`src/pkg/bus_node_params.svh`:
```
`ifndef BUS_NODE_PARAMS_SVH
`define BUS_NODE_PARAMS_SVH

// Register offsets (byte offsets within node space)
`define OFS_NODE_IDENTITY   12'h000
`define OFS_BUS_ERROR_FLAGS 12'h040

// Node identity fields
`define ID_REV_HI           31
`define ID_REV_LO           16
`define ID_CLASS_PROC       15
`define ID_CLASS_MEM        14
`define ID_CLASS_IO         13
`define ID_CODE_HI          7
`define ID_CODE_LO          0
`define ID_RESET            32'h0000_0000

// Bus error flag positions
`define BE_LOCAL_SUM        18
`define BE_CTRL_CHK         17
`define BE_DATA_CHK         16
`define BE_DIRTY            15
`define BE_SHARED           14
`define BE_CMD_ADDR         13
`define BE_NO_CONFIRM       12
`define BE_CONFIRM          11
`define BE_STALL            10
`define BE_DRIVE_ERR        9
`define BE_W1C_MASK         32'h0003_FE00
`define BE_RESET            32'h0000_0000

`endif

```
`src/pkg/bus_node_pkg.sv`:
```
package bus_node_pkg;

    // CSR command from the bus commander
    typedef struct packed {
        logic        rd;
        logic        wr;
        logic [11:0] ofs;
        logic [31:0] wdata;
    } csr_req_t;

    // Raw protocol violation strobes seen by the bus monitor
    typedef struct packed {
        logic ctrl_chk;
        logic data_chk;
        logic dirty;
        logic shared;
        logic cmd_addr;
        logic no_confirm;
        logic confirm;
        logic stall;
        logic drive_err;
    } bus_evt_t;

    typedef enum logic [1:0] {
        CLASS_PROC = 2'h0,
        CLASS_MEM  = 2'h1,
        CLASS_IO   = 2'h2
    } node_class_t;

endpackage

```
`src/hw/bus_node_error_logger.sv`:
```
`include "bus_node_params.svh"
`timescale 1ns/10ps
`default_nettype none

module bus_node_error_logger #(
    parameter logic [7:0]  TYPE_CODE = 8'h37,  // Arbitrary value
    parameter logic [15:0] REVISION  = 16'h0001 // Arbitrary value
) (
    input  wire logic                      mclk_i,
    input  wire logic                      rst_i,
    input  wire bus_node_pkg::node_class_t node_class_i,
    input  wire bus_node_pkg::csr_req_t    csr_i,
    input  wire bus_node_pkg::bus_evt_t    evt_i,
    input  wire logic [3:0]                cmdr_id_i,
    input  wire logic                      local_err_i,
    input  wire logic                      selftest_i,
    output logic [31:0]                    rdata_o,
    output logic                           rvalid_o,
    output logic                           err_line_o,
    output logic                           capture_lock_o,
    output logic [3:0]                     fail_cmdr_o
);
    import bus_node_pkg::*;

    logic [31:0] ident_q, ident_d;
    logic [31:0] flags_q, flags_d;
    logic [3:0]  cmdr_q, cmdr_d;
    logic        lock_q, lock_d;
    logic [31:0] rdata_q, rdata_d;
    logic        rvalid_q, rvalid_d;
    logic [31:0] set_vec;
    logic        is_proc, is_mem, is_io;

    function automatic logic hit(input logic [11:0] ofs, input logic [11:0] target);
        hit = (ofs == target);
    endfunction

    assign is_proc = (node_class_i == CLASS_PROC);
    assign is_mem  = (node_class_i == CLASS_MEM);
    assign is_io   = (node_class_i == CLASS_IO);

    // Per-class gating: unimplemented bits never set
    always_comb begin
        set_vec = 32'h0000_0000;
        set_vec[`BE_CTRL_CHK]   = evt_i.ctrl_chk & ~is_mem;
        set_vec[`BE_DATA_CHK]   = evt_i.data_chk & ~is_mem;
        set_vec[`BE_DIRTY]      = evt_i.dirty & ~is_io;
        set_vec[`BE_SHARED]     = evt_i.shared & is_proc;
        set_vec[`BE_CMD_ADDR]   = evt_i.cmd_addr;
        set_vec[`BE_NO_CONFIRM] = evt_i.no_confirm & ~is_mem;
        set_vec[`BE_CONFIRM]    = evt_i.confirm;
        set_vec[`BE_STALL]      = evt_i.stall;
        set_vec[`BE_DRIVE_ERR]  = evt_i.drive_err;
    end

    // Identity: whole word writable by CSR; self-test loads revision, class bits and code
    always_comb begin
        ident_d = ident_q;
        if (csr_i.wr && hit(csr_i.ofs, `OFS_NODE_IDENTITY)) begin
            ident_d = csr_i.wdata;
        end
        // Self-test last, so a stray write cannot spoil the loaded identity
        if (selftest_i) begin
            ident_d[`ID_REV_HI:`ID_REV_LO] = REVISION;
            ident_d[15:0] = 16'h0000;
            ident_d[`ID_CLASS_PROC] = is_proc;
            ident_d[`ID_CLASS_MEM]  = is_mem;
            ident_d[`ID_CLASS_IO]   = is_io;
            ident_d[`ID_CODE_HI:`ID_CODE_LO] = TYPE_CODE;
        end
    end

    // Flags: W1C clear first, hardware set after so set wins
    always_comb begin
        flags_d = flags_q;
        cmdr_d  = cmdr_q;
        lock_d  = lock_q;
        if (csr_i.wr && hit(csr_i.ofs, `OFS_BUS_ERROR_FLAGS)) begin
            flags_d = flags_q & ~(csr_i.wdata & `BE_W1C_MASK);
        end
        flags_d = flags_d | set_vec;
        flags_d[`BE_LOCAL_SUM] = local_err_i;
        flags_d[31:19] = 13'h0000;
        if (|set_vec && (flags_q & `BE_W1C_MASK) == 32'h0000_0000) begin
            cmdr_d = cmdr_id_i;
        end
        // I/O node locks capture on drive error until the flag is cleared
        lock_d = is_io & flags_d[`BE_DRIVE_ERR];
    end

    // Read path, one cycle latency
    always_comb begin
        rdata_d  = 32'h0000_0000;
        rvalid_d = csr_i.rd;
        if (csr_i.rd && hit(csr_i.ofs, `OFS_NODE_IDENTITY)) begin
            rdata_d = ident_q;
        end else if (csr_i.rd && hit(csr_i.ofs, `OFS_BUS_ERROR_FLAGS)) begin
            rdata_d = flags_q;
        end
    end

    // Identity register
    always_ff @(posedge mclk_i) begin
        if (rst_i) begin
            ident_q  <= `ID_RESET;
        end else begin
            ident_q  <= ident_d;
        end
    end

    // Flags, commander id and lock clear together on reset; the commander id outlives a W1C clear of its flags
    always_ff @(posedge mclk_i) begin
        if (rst_i) begin
            flags_q  <= `BE_RESET;
            cmdr_q   <= 4'h0;
            lock_q   <= 1'b0;
        end else begin
            flags_q  <= flags_d;
            cmdr_q   <= cmdr_d;
            lock_q   <= lock_d;
        end
    end

    // Read answer
    always_ff @(posedge mclk_i) begin
        if (rst_i) begin
            rdata_q  <= 32'h0000_0000;
            rvalid_q <= 1'b0;
        end else begin
            rdata_q  <= rdata_d;
            rvalid_q <= rvalid_d;
        end
    end

    // I/O nodes report drive error by capture lock, not by the line
    logic pulse_req;
    assign pulse_req = |(set_vec & ~(32'(is_io) << `BE_DRIVE_ERR));

    err_pulse u_pulse (
        .mclk_i     (mclk_i),
        .rst_i      (rst_i),
        .any_set_i  (pulse_req),
        .err_line_o (err_line_o)
    );

    assign rdata_o        = rdata_q;
    assign rvalid_o       = rvalid_q;
    assign capture_lock_o = lock_q;
    assign fail_cmdr_o    = cmdr_q;

    // Checks
    flag_hold_a: assert property (@(posedge mclk_i) disable iff (rst_i)
        (flags_q[`BE_STALL] && !(csr_i.wr && hit(csr_i.ofs, `OFS_BUS_ERROR_FLAGS) && csr_i.wdata[`BE_STALL]))
        |=> flags_q[`BE_STALL])
        else $error("stall flag dropped");
    cmdr_hold_a: assert property (@(posedge mclk_i) disable iff (rst_i)
        (flags_q & `BE_W1C_MASK) != 32'h0000_0000 |=> $stable(fail_cmdr_o))
        else $error("commander id moved");
    reserved_zero_a: assert property (@(posedge mclk_i) disable iff (rst_i)
        flags_q[31:19] == 13'h0000)
        else $error("reserved bits set");
    summary_copy_a: assert property (@(posedge mclk_i) disable iff (rst_i)
        !$past(rst_i) |-> flags_q[`BE_LOCAL_SUM] == $past(local_err_i))
        else $error("summary mismatch");
    stall_pulse_a: assert property (@(posedge mclk_i) disable iff (rst_i)
        evt_i.stall |=> err_line_o && flags_q[`BE_STALL])
        else $error("stall not logged");
    confirm_pulse_a: assert property (@(posedge mclk_i) disable iff (rst_i)
        evt_i.confirm |=> err_line_o ##0 flags_q[`BE_CONFIRM])
        else $error("confirm not logged");
    shared_gate_a: assert property (@(posedge mclk_i) disable iff (rst_i)
        (evt_i.shared && !is_proc && !flags_q[`BE_SHARED]) |=> !flags_q[`BE_SHARED])
        else $error("shared set off processor");
    io_dirty_a: assert property (@(posedge mclk_i) disable iff (rst_i)
        (is_io && evt_i.dirty && !flags_q[`BE_DIRTY]) |=> !flags_q[`BE_DIRTY])
        else $error("dirty set on I/O node");
    mem_ctrl_a: assert property (@(posedge mclk_i) disable iff (rst_i)
        (is_mem && !flags_q[`BE_CTRL_CHK]) |=> !flags_q[`BE_CTRL_CHK])
        else $error("ctrl on memory");
    set_wins_a: assert property (@(posedge mclk_i) disable iff (rst_i)
        (set_vec[`BE_NO_CONFIRM] && csr_i.wr && hit(csr_i.ofs, `OFS_BUS_ERROR_FLAGS) && csr_i.wdata[`BE_NO_CONFIRM])
        |=> flags_q[`BE_NO_CONFIRM])
        else $error("clear beat set");
    no_err_a: assert property (@(posedge mclk_i) disable iff (rst_i)
        (set_vec == 32'h0000_0000) |=> !err_line_o)
        else $error("spurious pulse");
    io_lock_a: assert property (@(posedge mclk_i) disable iff (rst_i)
        (is_io && evt_i.drive_err) |=> capture_lock_o ##1 capture_lock_o)
        else $error("no lock");
    io_no_pulse_a: assert property (@(posedge mclk_i) disable iff (rst_i)
        (is_io && set_vec == (32'h0000_0001 << `BE_DRIVE_ERR)) |=> !err_line_o)
        else $error("I/O drive error pulsed");
    ident_class_a: assert property (@(posedge mclk_i) disable iff (rst_i)
        selftest_i |=> ident_q[`ID_CLASS_PROC:`ID_CLASS_IO] == $past({is_proc, is_mem, is_io}))
        else $error("class bits wrong");

    // Main scenarios: logging, clearing, locking, clear racing a set, self-test load
    stall_cov_c: cover property (@(posedge mclk_i) evt_i.stall ##1 err_line_o);
    clear_cov_c: cover property (@(posedge mclk_i) flags_q[`BE_CONFIRM] ##1 !flags_q[`BE_CONFIRM]);
    lock_cov_c:  cover property (@(posedge mclk_i) $rose(capture_lock_o));
    race_cov_c:  cover property (@(posedge mclk_i) set_vec[`BE_NO_CONFIRM] && csr_i.wr ##1 flags_q[`BE_NO_CONFIRM]);
    load_cov_c:  cover property (@(posedge mclk_i) selftest_i ##1 !selftest_i);

endmodule

`default_nettype wire

```
`src/hw/err_pulse.sv`:
```
`timescale 1ns/10ps
`default_nettype none

// Turns any new-error strobe into one-cycle error line pulse
module err_pulse (
    input  wire logic mclk_i,
    input  wire logic rst_i,
    input  wire logic any_set_i,
    output var  logic err_line_o
);
    logic err_q;
    logic err_d;

    // One cycle per detection cycle
    always_comb begin
        err_d = any_set_i;
    end

    always_ff @(posedge mclk_i) begin
        if (rst_i) begin
            err_q <= 1'b0;
        end else begin
            err_q <= err_d;
        end
    end

    assign err_line_o = err_q;

endmodule

`default_nettype wire

```
`config.mk`:
```
export PLATFORM = sky130hd
export DESIGN_NAME = bus_node_error_logger
export DESIGN_NICKNAME = d
export VERILOG_FILES = /design/src/pkg/bus_node_pkg.sv /design/src/hw/bus_node_error_logger.sv /design/src/hw/err_pulse.sv
export VERILOG_INCLUDE_DIRS = /design/src /design/src/pkg
export SDC_FILE = /design/constraint.sdc
export NUM_CORES = 1
export LEC_CHECK = 0
export ABC_AREA = 1
export BUFFER_PORTS_ARGS = -buffer_cell sky130_fd_sc_hd__buf_2
export CAP_MARGIN = 15
export CORE_MARGIN = 2
export CORE_UTILIZATION = 30
export DETAILED_ROUTE_END_ITERATION = 6
export GPL_ROUTABILITY_DRIVEN = 0
export GPL_TIMING_DRIVEN = 0
export PLACE_DENSITY = 0.55
export SYNTH_ARGS = -nofsm -noshare
export SYNTH_HDL_FRONTEND = slang
export SYNTH_SLANG_ARGS = --single-unit
```
`constraint.sdc`:
```
create_clock -name mclk_i -period 2.51 [get_ports mclk_i]
set_clock_uncertainty 0.1 [all_clocks]
set_input_delay 0.251 -clock mclk_i [delete_from_list [all_inputs] [get_ports mclk_i]]
set_output_delay 0.251 -clock mclk_i [all_outputs]
set_load 0.02 [all_outputs]
```
==> impl_metrics.env <==
export IMPL_clk_path_buf_depth=2
export IMPL_cp_endpoint="fail_cmdr_o[3]$_SDFFE_PP0P_"
export IMPL_final_period_utilization_pct=63.4
export IMPL_critPathKind="reg -> reg"
export IMPL_crit_arrival_ns=1.73
export IMPL_tns_ns=0
export IMPL_drt_iter0_drc=64
export IMPL_muxShareOfSynthArea_pct=0
export IMPL_synth_compound_area_share_pct=14.9
export IMPL_dp_hpwl_um=5670
export IMPL_track_usage_pct=14.7
export IMPL_power_density_nw_per_um2=629
export IMPL_grt_pass1_vias=2542
export IMPL_cts_root_buf="clkbuf_8"
export IMPL_max_cap_violations=0
export IMPL_clock_sinks=81
export IMPL_drive_above_1_share_pct=27.5
export IMPL_syn_area_um2=2900
export IMPL_worstMarginPinSlew_ns=0.557
export IMPL_antenna_found_initial=0
export IMPL_io_buffers=102
export IMPL_synthDistinctLibCells=25
export IMPL_clk_latency_ns=0.34
export IMPL_synth_area_per_cell_um2=8.04
export IMPL_wire_per_inst_um=12.1
export IMPL_cts_buffers=9
export IMPL_seq_area_frac_synth_pct=55.8
export IMPL_vias=2643
export IMPL_area_growth_synth_to_final_pct=29.9
export IMPL_n_antenna_cell=0
export IMPL_outcome="finished clean"
export IMPL_hold_violations=0
export IMPL_ys_ff_latch=81
export IMPL_reg2reg_slack_ns=0.92
export IMPL_r2r_start="flags_q[11]$_SDFF_PP0_"
export IMPL_first_pass_iters=4
export IMPL_slew_headroom_pct=62.7
export IMPL_yosysWarnings=0
export IMPL_initial_core_util_pct=31.1
export IMPL_wirelength_um=7390
export IMPL_synthAdderAreaFrac_pct=0
export IMPL_die_w_um=102
export IMPL_crit_path_start="flags_q[11]$_SDFF_PP0_"
export IMPL_drv_slew=0
export IMPL_hold_class="in -> reg"
export IMPL_rsz0062_at_grt="false"
export IMPL_synth_fp_nets=426
export IMPL_dp_slack_ns=0.818
export IMPL_cts_tree="yes"
export IMPL_period_needed_ns=1.59
export IMPL_overflow=0
export IMPL_ant_nets=0
export IMPL_fp_coreArea_um2=9330
export IMPL_vias_per_cell=4.34
export IMPL_io_pins=104
export IMPL_r2r_end="fail_cmdr_o[3]$_SDFFE_PP0P_"
export IMPL_yosys_area_share_simple_pct=19.3
export IMPL_cp_end_kind="flip-flop"
export IMPL_post_route_drc_count=0
export IMPL_synthCells=361
export IMPL_rows=35
export IMPL_grt_max_degree=16
export IMPL_setup_viol=0
export IMPL_clkTransAtPathRegs_ns=0.08
export IMPL_synth_top_family_by_area="simple AND/OR/NAND/NOR gates"
export IMPL_crit_required_ns=2.65
export IMPL_worst_slack_ns=0.919
export IMPL_ir_worst_vdd_v=0.000333
export IMPL_p_leak_nw=1.74
export IMPL_worst_path_max_fanout=8
export IMPL_grt_pass1_wl_um=11900
export IMPL_die_h_um=102
export IMPL_reg2reg_depth=5
export IMPL_max_freq_mhz=629
export IMPL_synthXorXnorAreaFrac_pct=0
export IMPL_ctsResizeCount=0
export IMPL_fin_nets=540
export IMPL_dieArea_um2=10500
export IMPL_holdWs_ns=0.0260
export IMPL_fill_cells=978
export IMPL_start_kind="flip-flop"
export IMPL_htree_levels=3
[worst max-delay path: stages (launching register included)]
cell and delay (ns):
dfxtp_1 0.33, or2_0 0.26, nor3b_2 0.51, nand3b_1 0.15, nand2_1 0.09, nor2_1 0.05
[kinds of logic (layout without fill, tap and decap cells)]
family	Yosys count	after routing
simple gates	126	126
buf+inv	71	190
compound gates	83	83
flops	81	81
[report_power, final]
part | leakage [nW] | total, mW | switching, mW | internal, mW
Clock | 0.0855 | 0.880 | 0.486 | 0.394
Sequential | 0.658 | 1.32 | 0.0139 | 1.31
Combinational | 0.992 | 0.170 | 0.0954 | 0.0742
Total | 1.74 | 2.37 | 0.595 | 1.78
[worst min path at each step]
stage	cells past startpoint	start	endpoint	slack, ns
global placement	2	ident_q[1]$_SDFFE_PP0P_	rdata_o[1]$_SDFF_PP0_	0.32
global route	3	csr_i[1]	ident_q[1]$_SDFFE_PP0P_	0.03
CTS	3	csr_i[2]	ident_q[2]$_SDFFE_PP0P_	0.01
detailed placement	2	ident_q[2]$_SDFFE_PP0P_	rdata_o[2]$_SDFF_PP0_	0.32
finish	3	csr_i[2]	ident_q[2]$_SDFFE_PP0P_	0.03
floorplan	1	rst_i	flags_q[10]$_SDFF_PP0_	0.22
[cell usage after synthesis]
| cell | count | area, µm² |
|---|---|---|
| a21oi_1 | 34 | 170 |
| buf_1 | 1 | 3.75 |
| buf_2 | 6 | 30.0 |
| buf_6 | 2 | 22.5 |
| clkbuf_1 | 5 | 18.8 |
| dfxtp_1 | 81 | 1620 |
| inv_1 | 56 | 210 |
| inv_2 | 1 | 3.75 |
| nand2_1 | 40 | 150 |
| nand2_2 | 1 | 6.26 |
| nand3_1 | 10 | 50.1 |
| nand3_4 | 1 | 17.5 |
| nand3b_1 | 4 | 30.0 |
| nand4_1 | 4 | 25.0 |
| nor2_1 | 57 | 214 |
| nor2_4 | 2 | 22.5 |
| nor3_1 | 4 | 20.0 |
| nor3b_2 | 1 | 12.5 |
| o211a_1 | 1 | 10.0 |
| o211ai_1 | 1 | 7.51 |
| o21ai_0 | 37 | 185 |
| o21ai_1 | 2 | 10.0 |
| o22ai_1 | 8 | 50.1 |
| or2_0 | 1 | 6.26 |
| or2_1 | 1 | 6.26 |
[sequential cells by signal, indices dropped and copies added, names as in the netlist]
| register | flops |
|---|---|
| capture_lock_o | 1 |
| fail_cmdr_o | 4 |
| flags_q | 10 |
| ident_q | 32 |
| rdata_o | 32 |
| rvalid_o | 1 |
| u_pulse.err_line_o | 1 |
[metrics by stage]
| step | power [mW] | area [µm²] | instances | util, % |
|---|---|---|---|---|
| after floorplan | 1.44 | 2900 | 361 | - |
| after global placement | 1.52 | 3580 | 592 | 38.3 |
| after detailed placement | 1.52 | 3580 | 592 | 38.3 |
| after CTS | 2.41 | 3770 | 609 | 40.4 |
| after global routing | 2.48 | 3770 | 609 | 40.4 |
| final | 2.37 | 3770 | 609 | 40.4 |
[layout by cell type (no fill, tap or decap), drive strengths merged]
cell	synthesis	layout
dfxtp	81	81
clkinvlp	0	3
o211ai	1	1
dlygate4sd3	0	1
buf	9	111
nand3b	4	4
clkinv	0	1
o21ai	39	39
or2	2	2
o22ai	8	8
nand2	41	41
nor2	59	59
nand4	4	4
inv	57	59
a21oi	34	34
o211a	1	1
nor3b	1	1
clkbuf	5	15
nand3	11	11
nor3	4	4
[repair_timing]
| item | CTS | global route |
|---|---|---|
| setup buffers | 0 | 0 |
| setup endpoints to repair | 0 | 0 |
| hold buffers | 1 | 0 |
| hold endpoints to repair | 1 | 0 |
[per-layer routing]
layer	up-vias	global-route usage, %	routed length [µm]
li1	1376	-	-
met1	1168	18.9	3420
met2	94	24.2	3330
met3	5	5.40	599
met4	0	2.46	46
met5	-	0	0
[area by class of cell]
| cell class | count | area [µm²] | area share (%) |
|---|---|---|---|
| clock inverter | 6 | 48.8 | 1.29 |
| buffer | 14 | 75.1 | 1.99 |
| sequential | 81 | 1620 | 43.0 |
| multi-input combinational | 209 | 993 | 26.3 |
| inverter | 57 | 214 | 5.67 |
| clock buffer | 10 | 138 | 3.65 |
| tap | 129 | 161 | 4.28 |
| timing repair buffer | 103 | 520 | 13.8 |
(Power assumes the default switching activity.)
